<file path="config.mk">
export PLATFORM = sky130hd
export DESIGN_NAME = cwlo_top
export DESIGN_NICKNAME = d
export VERILOG_FILES = /design/src/verilog/cwlo_channel.v /design/src/verilog/cwlo_top.v
export VERILOG_INCLUDE_DIRS = /design/src /design/src/verilog
export SDC_FILE = /design/constraint.sdc
export NUM_CORES = 1
export LEC_CHECK = 0
export ABC_AREA = 1
export BUFFER_PORTS_ARGS = -buffer_cell sky130_fd_sc_hd__buf_2
export CORE_MARGIN = 3
export CORE_UTILIZATION = 45
export DETAILED_ROUTE_END_ITERATION = 10
export HOLD_SLACK_MARGIN = 0.05
export MAX_ROUTING_LAYER = met4
export PLACE_DENSITY_LB_ADDON = 0.1
export RECOVER_POWER = 50
export SLEW_MARGIN = 20
export SYNTH_ARGS = -nofsm -noshare
export SYNTH_HDL_FRONTEND = slang
export SYNTH_SLANG_ARGS = --single-unit
</file>
<file path="constraint.sdc">
create_clock -name clock_in -period 8 [get_ports clock_in]
set_input_delay 0.8 -clock clock_in [delete_from_list [all_inputs] [get_ports clock_in]]
set_output_delay 0.8 -clock clock_in [all_outputs]
set_load 0.005 [all_outputs]
</file>
<file path="src/verilog/cwlo_regs.vh">
// Constants for the CW local-oscillator phase distribution block.
// Assumes inclusion by bare name from the design files.
`ifndef CWLO_REGS_VH
`define CWLO_REGS_VH
`define CWLO_MODE_16X 2'h0
`define CWLO_MODE_8X 2'h1
`define CWLO_MODE_4X 2'h2
`define CWLO_MODE_1X 2'h3
`define CWLO_MODE_RESET 2'h0
`define CWLO_NUM_CH 8
`define CWLO_NUM_PH 16
`define CWLO_PH_W 4
`define CWLO_WGT_W 8
`define CWLO_SUM_W 14
`define CWLO_CYC_16X 4'h0
`define CWLO_CYC_8X 4'h1
`define CWLO_CYC_4X 4'h3
`endif

</file>
<file path="src/verilog/cwlo_channel.v">
// One mixer channel: picks its LO phase and its I/Q weights.
// Assumes the sixteen phases and the I/Q clocks are on clock_in's domain.
`include "cwlo_regs.vh"
module cwlo_channel (
  // Clock and reset
  input wire clock_in,
  input wire resetn_in,
  // Phase inputs
  input wire [15:0] phases_in,
  input wire [3:0] code_in,
  input wire [1:0] mode_in,
  input wire lo_i_in,
  input wire lo_q_in,
  input wire rx_in,
  // Outputs
  output reg lo_out,
  output reg signed [9:0] mix_out
);
  // Cosine weight of step k, scaled by 127
  function signed [7:0] cwlo_cos;
    input [3:0] k;
    begin
      case (k)
        4'h0: cwlo_cos = 8'sh7f;
        4'h1: cwlo_cos = 8'sh75;
        4'h2: cwlo_cos = 8'sh5a;
        4'h3: cwlo_cos = 8'sh31;
        4'h4: cwlo_cos = 8'sh00;
        4'h5: cwlo_cos = -8'sh31;
        4'h6: cwlo_cos = -8'sh5a;
        4'h7: cwlo_cos = -8'sh75;
        4'h8: cwlo_cos = -8'sh7f;
        4'h9: cwlo_cos = -8'sh75;
        4'ha: cwlo_cos = -8'sh5a;
        4'hb: cwlo_cos = -8'sh31;
        4'hc: cwlo_cos = 8'sh00;
        4'hd: cwlo_cos = 8'sh31;
        4'he: cwlo_cos = 8'sh5a;
        default: cwlo_cos = 8'sh75;
      endcase
    end
  endfunction
  wire signed [7:0] w_cos;
  wire signed [7:0] w_sin;
  wire signed [7:0] i_term;
  wire signed [7:0] q_term;
  wire signed [8:0] i_sum;
  assign w_cos = cwlo_cos(code_in);
  assign w_sin = cwlo_cos(code_in - 4'h4);
  // I weighted by cos, Q by sin of the step
  assign i_term = lo_i_in ? w_cos : -w_cos; // [RULE11]
  assign q_term = lo_q_in ? w_sin : -w_sin; // [RULE11] [RULE12]
  assign i_sum = {i_term[7], i_term} + {q_term[7], q_term};
  always @(posedge clock_in) begin
    if (!resetn_in) begin
      lo_out <= 1'b0;
      mix_out <= 10'sh000;
    end else if (mode_in == `CWLO_MODE_16X) begin
      lo_out <= phases_in[code_in]; // [RULE6] [RULE8]
      mix_out <= (phases_in[code_in] == rx_in) ? 10'sh07f : -10'sh07f;
    end else begin
      lo_out <= ~i_sum[8];
      mix_out <= rx_in ? {i_sum[8], i_sum} : -{i_sum[8], i_sum};
    end
  end
endmodule // cwlo_channel

</file>
<file path="src/verilog/cwlo_top.v">
// CW LO phase generation and distribution to eight mixer channels.
// Assumes the fast and sync clocks come from pins and are oversampled here.
`include "cwlo_regs.vh"
// Contract
// RULE1 - Other side supplies fast and carrier clocks
// RULE2 - Reset selects sixteen-times mode
// RULE3 - Sixteen phases from fast clock
// RULE4 - Sync clock fixes LO starting phase
// RULE5 - Sync clock never clocks LO phases
// RULE6 - Sixteen-by-eight cross-point to mixers
// RULE7 - Selector inputs spaced one sixteenth period
// RULE8 - Channel phase matches its delay code
// RULE9 - Harmonic suppression only 16x and 8x
// RULE10 - I and Q exactly 90 degrees
// RULE11 - Cos/sin weighting gives sixteenth resolution
// RULE12 - 1x mode uses external I/Q clocks
// RULE13 - Other side aligns sync and fast edges
// RULE14 - Eight mixer outputs summed into one
// RULE15 - Four-bit code per channel, shared mode
// RULE16 - Sync edge realigns counter to zero
module cwlo_top (
  // Clock and reset
  input wire clock_in,
  input wire resetn_in,
  // CW clock pins
  input wire fast_clk_in,
  input wire sync_clk_in,
  input wire ext_i_in,
  input wire ext_q_in,
  // Configuration
  input wire [1:0] mode_in,
  input wire mode_load_in,
  input wire [31:0] codes_in,
  input wire harm_req_in,
  input wire [7:0] rx_in,
  // Outputs
  output reg [1:0] mode_out,
  output reg [7:0] lo_out,
  output reg lo_i_out,
  output reg lo_q_out,
  output reg harm_en_out,
  output reg [3:0] phase_out,
  output reg signed [13:0] sum_out
);
  reg [1:0] fast_s1_reg;
  reg fast_d_reg;
  reg [1:0] sync_s_reg;
  reg sync_d_reg;
  reg [1:0] ei_s_reg;
  reg [1:0] eq_s_reg;
  reg [1:0] mode_reg;
  reg [3:0] cnt_reg;
  reg [3:0] cnt_next;
  wire [15:0] phases;
  reg lo_i;
  reg lo_q;
  reg [3:0] fast_per;
  integer n;
  reg signed [13:0] sum_next;
  wire fast_edge;
  wire sync_edge;
  wire [7:0] ch_lo;
  wire [79:0] ch_mix;
  always @(posedge clock_in) begin
    if (!resetn_in) begin
      fast_s1_reg <= 2'h0;
      sync_s_reg <= 2'h0;
      ei_s_reg <= 2'h0;
      eq_s_reg <= 2'h0;
      fast_d_reg <= 1'b0;
      sync_d_reg <= 1'b0;
    end else begin
      fast_s1_reg <= {fast_s1_reg[0], fast_clk_in};
      sync_s_reg <= {sync_s_reg[0], sync_clk_in};
      ei_s_reg <= {ei_s_reg[0], ext_i_in};
      eq_s_reg <= {eq_s_reg[0], ext_q_in};
      fast_d_reg <= fast_s1_reg[1];
      sync_d_reg <= sync_s_reg[1];
    end
  end
  assign fast_edge = fast_s1_reg[1] & ~fast_d_reg;
  assign sync_edge = sync_s_reg[1] & ~sync_d_reg;
  always @* begin
    case (mode_reg)
      `CWLO_MODE_8X: fast_per = `CWLO_CYC_8X;
      `CWLO_MODE_4X: fast_per = `CWLO_CYC_4X;
      default: fast_per = `CWLO_CYC_16X;
    endcase
  end
  // Phase counter: advances on fast edges except in 1x mode, sync only realigns it
  always @* begin
    cnt_next = cnt_reg;
    if (sync_edge) begin
      cnt_next = 4'h0; // [RULE4] [RULE16] [RULE5]
    end else if (fast_edge && mode_reg != `CWLO_MODE_1X) begin
      cnt_next = cnt_reg + fast_per + 4'h1; // [RULE3]
    end
  end
  always @(posedge clock_in) begin
    if (!resetn_in) begin
      mode_reg <= `CWLO_MODE_RESET; // [RULE2]
      cnt_reg <= 4'h0;
    end else begin
      if (mode_load_in) begin
        mode_reg <= mode_in; // [RULE15]
      end
      cnt_reg <= cnt_next;
    end
  end
  genvar g;
  generate
    for (g = 0; g < `CWLO_NUM_PH; g = g + 1) begin : g_ph
      // Phase g is the carrier delayed by g sixteenths
      localparam integer PH_OFS = g;
      wire [3:0] ph_diff;
      assign ph_diff = cnt_reg - PH_OFS[3:0];
      assign phases[g] = ~ph_diff[3];
    end
  endgenerate
  // I and Q a quarter period apart, external in 1x mode
  always @* begin
    if (mode_reg == `CWLO_MODE_1X) begin
      lo_i = ei_s_reg[1]; // [RULE12]
      lo_q = eq_s_reg[1];
    end else begin
      lo_i = ~cnt_reg[3]; // [RULE10]
      lo_q = ~(cnt_reg[3] ^ cnt_reg[2]);
    end
  end
  generate
    for (g = 0; g < `CWLO_NUM_CH; g = g + 1) begin : g_ch
      cwlo_channel u_ch (
        .clock_in(clock_in),
        .resetn_in(resetn_in),
        .phases_in(phases), // [RULE7]
        .code_in(codes_in[4*g+3:4*g]), // [RULE15]
        .mode_in(mode_reg),
        .lo_i_in(lo_i),
        .lo_q_in(lo_q),
        .rx_in(rx_in[g]),
        .lo_out(ch_lo[g]),
        .mix_out(ch_mix[10*g+9:10*g])
      );
    end
  endgenerate
  always @* begin
    sum_next = 14'sh0000;
    for (n = 0; n < `CWLO_NUM_CH; n = n + 1) begin
      sum_next = sum_next + {{4{ch_mix[10*n+9]}}, ch_mix[10*n +: 10]}; // [RULE14]
    end
  end
  always @(posedge clock_in) begin
    if (!resetn_in) begin
      mode_out <= `CWLO_MODE_RESET;
      lo_out <= 8'h00;
      lo_i_out <= 1'b0;
      lo_q_out <= 1'b0;
      harm_en_out <= 1'b0;
      phase_out <= 4'h0;
      sum_out <= 14'sh0000;
    end else begin
      mode_out <= mode_reg;
      lo_out <= ch_lo;
      lo_i_out <= lo_i;
      lo_q_out <= lo_q;
      harm_en_out <= harm_req_in & ~mode_reg[1]; // [RULE9]
      phase_out <= cnt_reg;
      sum_out <= sum_next;
    end
  end
endmodule // cwlo_top
</file>
==> flow_summary.ini, run 1 <==
[outcome]
outcome = finished with violations
failed_checks = capacitance limit, slew limit

[drt]
viasPerCell = 5.11
dr_total_vias = 17400
routed_wl_um = 51900
ant_nets = 0
drc_errors = 0
dr.pass1.iters = 6
wire_per_inst_um = 15.2
drt_iter0_drc = 1243

[finish]
fillers = 4033
syn2layout_area_growth_pct = 7.54
top_register = g_ch.u_ch.mix_out
nets = 3156
drive_gt1_share_pct = 5.59
utilization_pct = 49.4
largest_register_ffs = 80
top_regs = g_ch.u_ch.mix_out x80, sum_out x14

[clock_tree]
holdBufCountCts = 0
worstSkewPairLatency_ns = 0.43
root_buffer = clkbuf_16
cts_made_buffers = 17
cts.repair.resized = 0
path_clk_slew_ns = 0.07
clk_path_buf_depth = 2
htree_levels = 4
cts_tree = done
cts_setup_buffers = 0
numClockSinks = 135

[setup_path]
crit_path_max_incr_delay_ns = 1.96
worst_ep_required_time_ns = 8.18
endpoint_kind = flip-flop
crit_chain = inv_1, ha_1, clkbuf_1, clkinv_1, clkbuf_1, o211ai_1, a21oi_1
cp_data_arrival_time_ns = 6.15
cp-start-kind = flip-flop
cpMaxStageDelayCell = clkbuf_1
critPathMostFrequentCell = clkbuf_1
crit_type = reg -> reg
crit_fanout = 50

[global_route]
grt_pass1_wl_um = 84100
grtUsageTotal_pct = 25.9
antenna_found_initial = 3
met1_usage_pct = 35.3
grt_max_degree = 76
grt_pass1_vias = 16400
met3_usage_pct = 4.14
gr-max-usage-layer = met2
overflow = 0
met2_usage_pct = 39.5

[pwr]
leakage_nw = 10.2
peakVddDrop_mv = 0.345
powerDensity_nw_per_um2 = 290

[die]
initial_core_util_pct = 45.9
die_width_um = 203
die_h_um = 203
rows = 71
core_um2 = 37800
dieArea_um2 = 41000
pin_count = 81

[job]
drv_cap = 6

[sta]
drv_slew = 281
relSlewSlack_pct = -138
fmax_mhz = 168
clock_skew_ns = 0.0146
final_hold_viol_count = 0
worst_slew_pin_slew_ns = 3.57
fin_crit_sh_pct = 74.6
tns_ns = 0
finalCriticalPeriod_ns = 5.96
setup_viol = 0
rsz0062_at_grt = no

[synth]
synth_top_cell_by_area = nand2_1
synth-main-ff-cell = dfxtp_1
ys_types = 52
synth_area_leaders = nand2_1 17%, dfxtp_1 16%, ha_1 11%, inv_1 10%, fa_1 8.4%
ys_ff_latch = 135
netlist_area_um2 = 17400
synth-edff-count = 0
synth_area_per_cell_um2 = 6.09
synth.most_common_cell = nand2_1
synth_nets = 3123
synthArstFlopShare_pct = 0
seq_area_frac_synth_pct = 15.5
synthCells = 2853
yosys.area.top_type_share_pct = 16.9
yosys-top-cells-count = 782 x nand2_1, 478 x inv_1, 251 x nor2_1
yosysWarnings = 0

[place]
dp_hpwl_um = 41700
portBuffers = 80
gp_congestion = 0.908

[hold_path]
holdCritPathClass = reg -> reg
==> power breakdown <==
| group | internal, mW | total, mW | switching [mW] | leakage (nW) |
|---|---|---|---|---|
| Clock | 0.478 | 0.799 | 0.322 | 0.287 |
| Combinational | 1.40 | 3.77 | 2.37 | 8.82 |
| Sequential | 0.803 | 0.856 | 0.0528 | 1.12 |
| Total | 2.68 | 5.43 | 2.74 | 10.2 |
==> layout by cell type, fill, tap and decap left out, drive strengths merged, types with 2 or more instances in the layout <==
cell      instances
a211oi            2
a21boi            3
a21o              6
a21oi           200
a31oi            10
and2              9
buf              70
bufinv            2
clkbuf           36
clkinv            6
clkinvlp          3
dfxtp           135
diode             2
fa               73
ha              147
inv             501
nand2           799
nand3           221
nand3b            9
nand4            30
nor2            253
nor3             25
o211ai           16
o21a              5
o21ai           198
o22ai             9
or2               5
xnor2            38
xor2             80
==> logic make-up after synthesis <==
kind of cell | synth area share (%)
and+or+nand+nor | 32.6
buffers and inverters | 12.9
AOI/OAI and AO/OA | 14.1
adders and majority gates | 19.0
DFF | 15.5
xor gates and xnor gates | 5.94
==> critical path: cells and delay by family (launching register included) <==
kind	cells	cell delay, ns
adder cells (fa/ha/maj)	1	0.14
flip-flops	1	0.35
AO/OA/AOI/OAI	2	0.64
buffers and inverters	4	4.57
==> path summary, 6_finish.rpt <==
kind	startpoint	endpoint	slack, ns	cells past startpoint
worst max register to register	mode_reg[1]	g_ch[7].u_ch.mix_out[1]	2.04	7
worst min-delay path	g_ch[2].u_ch.lo_out	lo_out[2]	0.40	2
worst min register to register	g_ch[2].u_ch.lo_out	lo_out[2]	0.40	2
worst max-delay path	mode_reg[1]	g_ch[7].u_ch.mix_out[1]	2.04	7
==> routing by layer <==
metal	up-vias	share of wire, %
met5	-	0
met4	0	3.0
met3	67	5.9
met2	432	43
met1	7867	48
li1	9066	-
==> cell type report <==
| type | instances | area, µm² | area share (%) |
|---|---|---|---|
| inverter | 499 | 1880 | 10.1 |
| clock buffer | 19 | 443 | 2.37 |
| sequential | 135 | 2700 | 14.5 |
| clock inverter | 13 | 160 | 0.857 |
| timing repair buffer | 87 | 422 | 2.26 |
| multi-input combinational | 2146 | 12400 | 66.6 |
| tap | 511 | 639 | 3.42 |
| antenna | 2 | 5.00 | 0.0268 |
==> stage by stage <==
step	setup WS, ns	instance area [µm²]	hold slack (ns)	total power [mW]	std cells
after detailed placement	3.60	18100	0.400	4.60	3378
after global routing	1.70	18700	0.424	6.13	3411
after global placement	3.66	18100	0.396	4.57	3378
after CTS	3.62	18700	0.408	5.44	3410
after floorplan	4.05	17400	0.390	3.74	2853
final	2.04	18700	0.399	5.43	3412
Note: power is estimated with default switching activity, not from simulation.
==> run 2, diff against run 1 <==
==> constraint.sdc (replaced) <==
create_clock -name clock_in -period 5.2 [get_ports clock_in]
set_input_delay 0.52 -clock clock_in [delete_from_list [all_inputs] [get_ports clock_in]]
set_output_delay 0.52 -clock clock_in [all_outputs]
set_load 0.005 [all_outputs]
==> run 2 against run 1 <==
The flow still finishes with violations (capacitance limit, slew limit). Combinational power grew 55%. Critical path type unchanged. Cell count barely moved. Sequential power grew 53%.
==> flow_summary.ini, run 2 (synthesis results as in run 1) <==
[die]
dieArea_um2 = 41000
core_um2 = 37800
die_width_um = 203
initial_core_util_pct = 45.9
rows = 71
pin_count = 81
die_h_um = 203

[finish]
nets = 3160
final_cells = 3415
largest_register_ffs = 80
drive_gt1_share_pct = 5.86
final_cell_mix = 782 x nand2_1, 481 x inv_1, 251 x nor2_1
post-route-cell-area_um2 = 18900
top_regs = g_ch.u_ch.mix_out x80, sum_out x14
top_register = g_ch.u_ch.mix_out
utilization_pct = 49.9
final_common_cell = nand2_1
syn2layout_area_growth_pct = 8.55

[pwr]
leakage_nw = 10.3
peakVddDrop_mv = 0.505
powerDensity_nw_per_um2 = 455
p_total_mw = 8.59

[clock_tree]
root_buffer = clkbuf_16
htree_levels = 4
cts_setup_buffers = 0
cts_tree = done
path_clk_slew_ns = 0.06
worstSkewPairLatency_ns = 0.43
holdBufCountCts = 0
numClockSinks = 135
cts_made_buffers = 17
cts.repair.resized = 0
clk_path_buf_depth = 2

[place]
dp_hpwl_um = 41900
portBuffers = 80
placed_area_um2 = 18200
gp_congestion = 0.931
pre_cts_slack_ns = 1.02
dp.cells = 3382

[drt]
routed_wl_um = 51500
drt_iter0_drc = 1156
viasPerCell = 5.17
drc_errors = 0
dr.pass1.iters = 5
dr_total_vias = 17600
wire_per_inst_um = 15.1
ant_nets = 0

[global_route]
overflow = 0
grtUsageTotal_pct = 25.7
grt_pass1_wl_um = 83000
grt_pass1_vias = 16200
grt_max_degree = 62
antenna_found_initial = 3

[sta]
clock_skew_ns = 0.00993
rsz0062_at_grt = no
drv_slew = 93
relSlewSlack_pct = -47.3
setup_viol = 0
final_hold_viol_count = 0
fmax_mhz = 227
fin_crit_sh_pct = 84.6
worst_slew_pin_slew_ns = 2.21
finalCriticalPeriod_ns = 4.40
tns_ns = 0
fin_ws_ns = 0.800
whs_ns = 0.272

[setup_path]
worst_ep_required_time_ns = 5.43
crit_buf_inv = 3
crit_type = reg -> reg
cp_data_arrival_time_ns = 4.63
r2r-start = cnt_reg[2]
crit_fanout = 14
crit_path_max_incr_delay_ns = 0.64
cpMaxStageDelayCell = dfxtp_1
crit_chain = inv_1, nand2_1, nand2_2, nand2_1, nand2_2, inv_1, o21ai_0, fa_1, inv_1, nand2_1, and2_1, nor3_1, nand3b_1, nand2_1, nand2_1, nand2_1, nand2_1, nand2_1, a21oi_1
endpoint_kind = flip-flop
cp_top_family = simple AND/OR/NAND/NOR gates
cp-start-kind = flip-flop
critPathMostFrequentCell = nand2_1
critPathLaunch = cnt_reg[2]

[job]
drv_cap = 3

[hold_path]
holdCritPathClass = in -> reg
worstHoldStart = ext_q_in

[outcome]
outcome = finished with violations
failed_checks = capacitance limit, slew limit
==> run 2: cell types whose count changed in the layout (fill, tap and decap cells not counted), moves of 2 or more <==
cell        previous run  this run
clkinvlp_4             3         0
clkbuf_1              18        13
clkbuf_8               1         3
buf_12                 0         2
bufinv_16              2         7
inv_8                  3         0
buf_4                  3         8
inv_6                  4         2
==> run 2: cell type report <==
cell class,instances,area [µm²]
diodes,2,5.00
clock buffers,20,467
clock inverters,11,241
fillers,4010,19000
inverters,499,1880
multi-input cells,2146,12400
flip-flops and latches,135,2700
well taps,511,639
repair buffers,91,489
==> run 2: power by group <==
| part | internal (mW) | leakage (nW) | total (mW) | switching (mW) |
|---|---|---|---|---|
| clock | 0.986 | 0.347 | 1.45 | 0.465 |
| sequential | 1.24 | 1.12 | 1.31 | 0.0752 |
| combinational | 2.15 | 8.86 | 5.83 | 3.68 |
==> run 2: path summary, 6_finish.rpt <==
kind,to,slack (ns),cells after the start
worst max register to register,g_ch[1].u_ch.mix_out[7],0.80,19
worst min register to register,lo_out[6],0.41,2
worst min-delay path,eq_s_reg[0],0.27,3
worst max-delay path,g_ch[1].u_ch.mix_out[7],0.80,19
==> run 2: worst reg2reg max path: stages, from the launching register on <==
cell and delay (ns):
dfxtp_1 0.64, inv_1 0.20, nand2_1 0.11, nand2_2 0.33, nand2_1 0.19, nand2_2 0.06, inv_1 0.53, o21ai_0 0.45
fa_1 0.59, inv_1 0.08, nand2_1 0.06, and2_1 0.15, nor3_1 0.23, nand3b_1 0.14, nand2_1 0.14, nand2_1 0.06
nand2_1 0.06, nand2_1 0.05, nand2_1 0.05, a21oi_1 0.07
==> run 2: routing by layer <==
layer / vias up / share of wire, % / global-route usage [%] / routed length, µm
met5: - / 0 / - / 0
met1: 8045 / 49 / 35.2 / 25100
met4: 0 / 2.0 / 6.16 / 1020
met3: 54 / 5.3 / 3.27 / 2710
met2: 448 / 44 / 40.5 / 22700
li1: 9096 / - / - / -
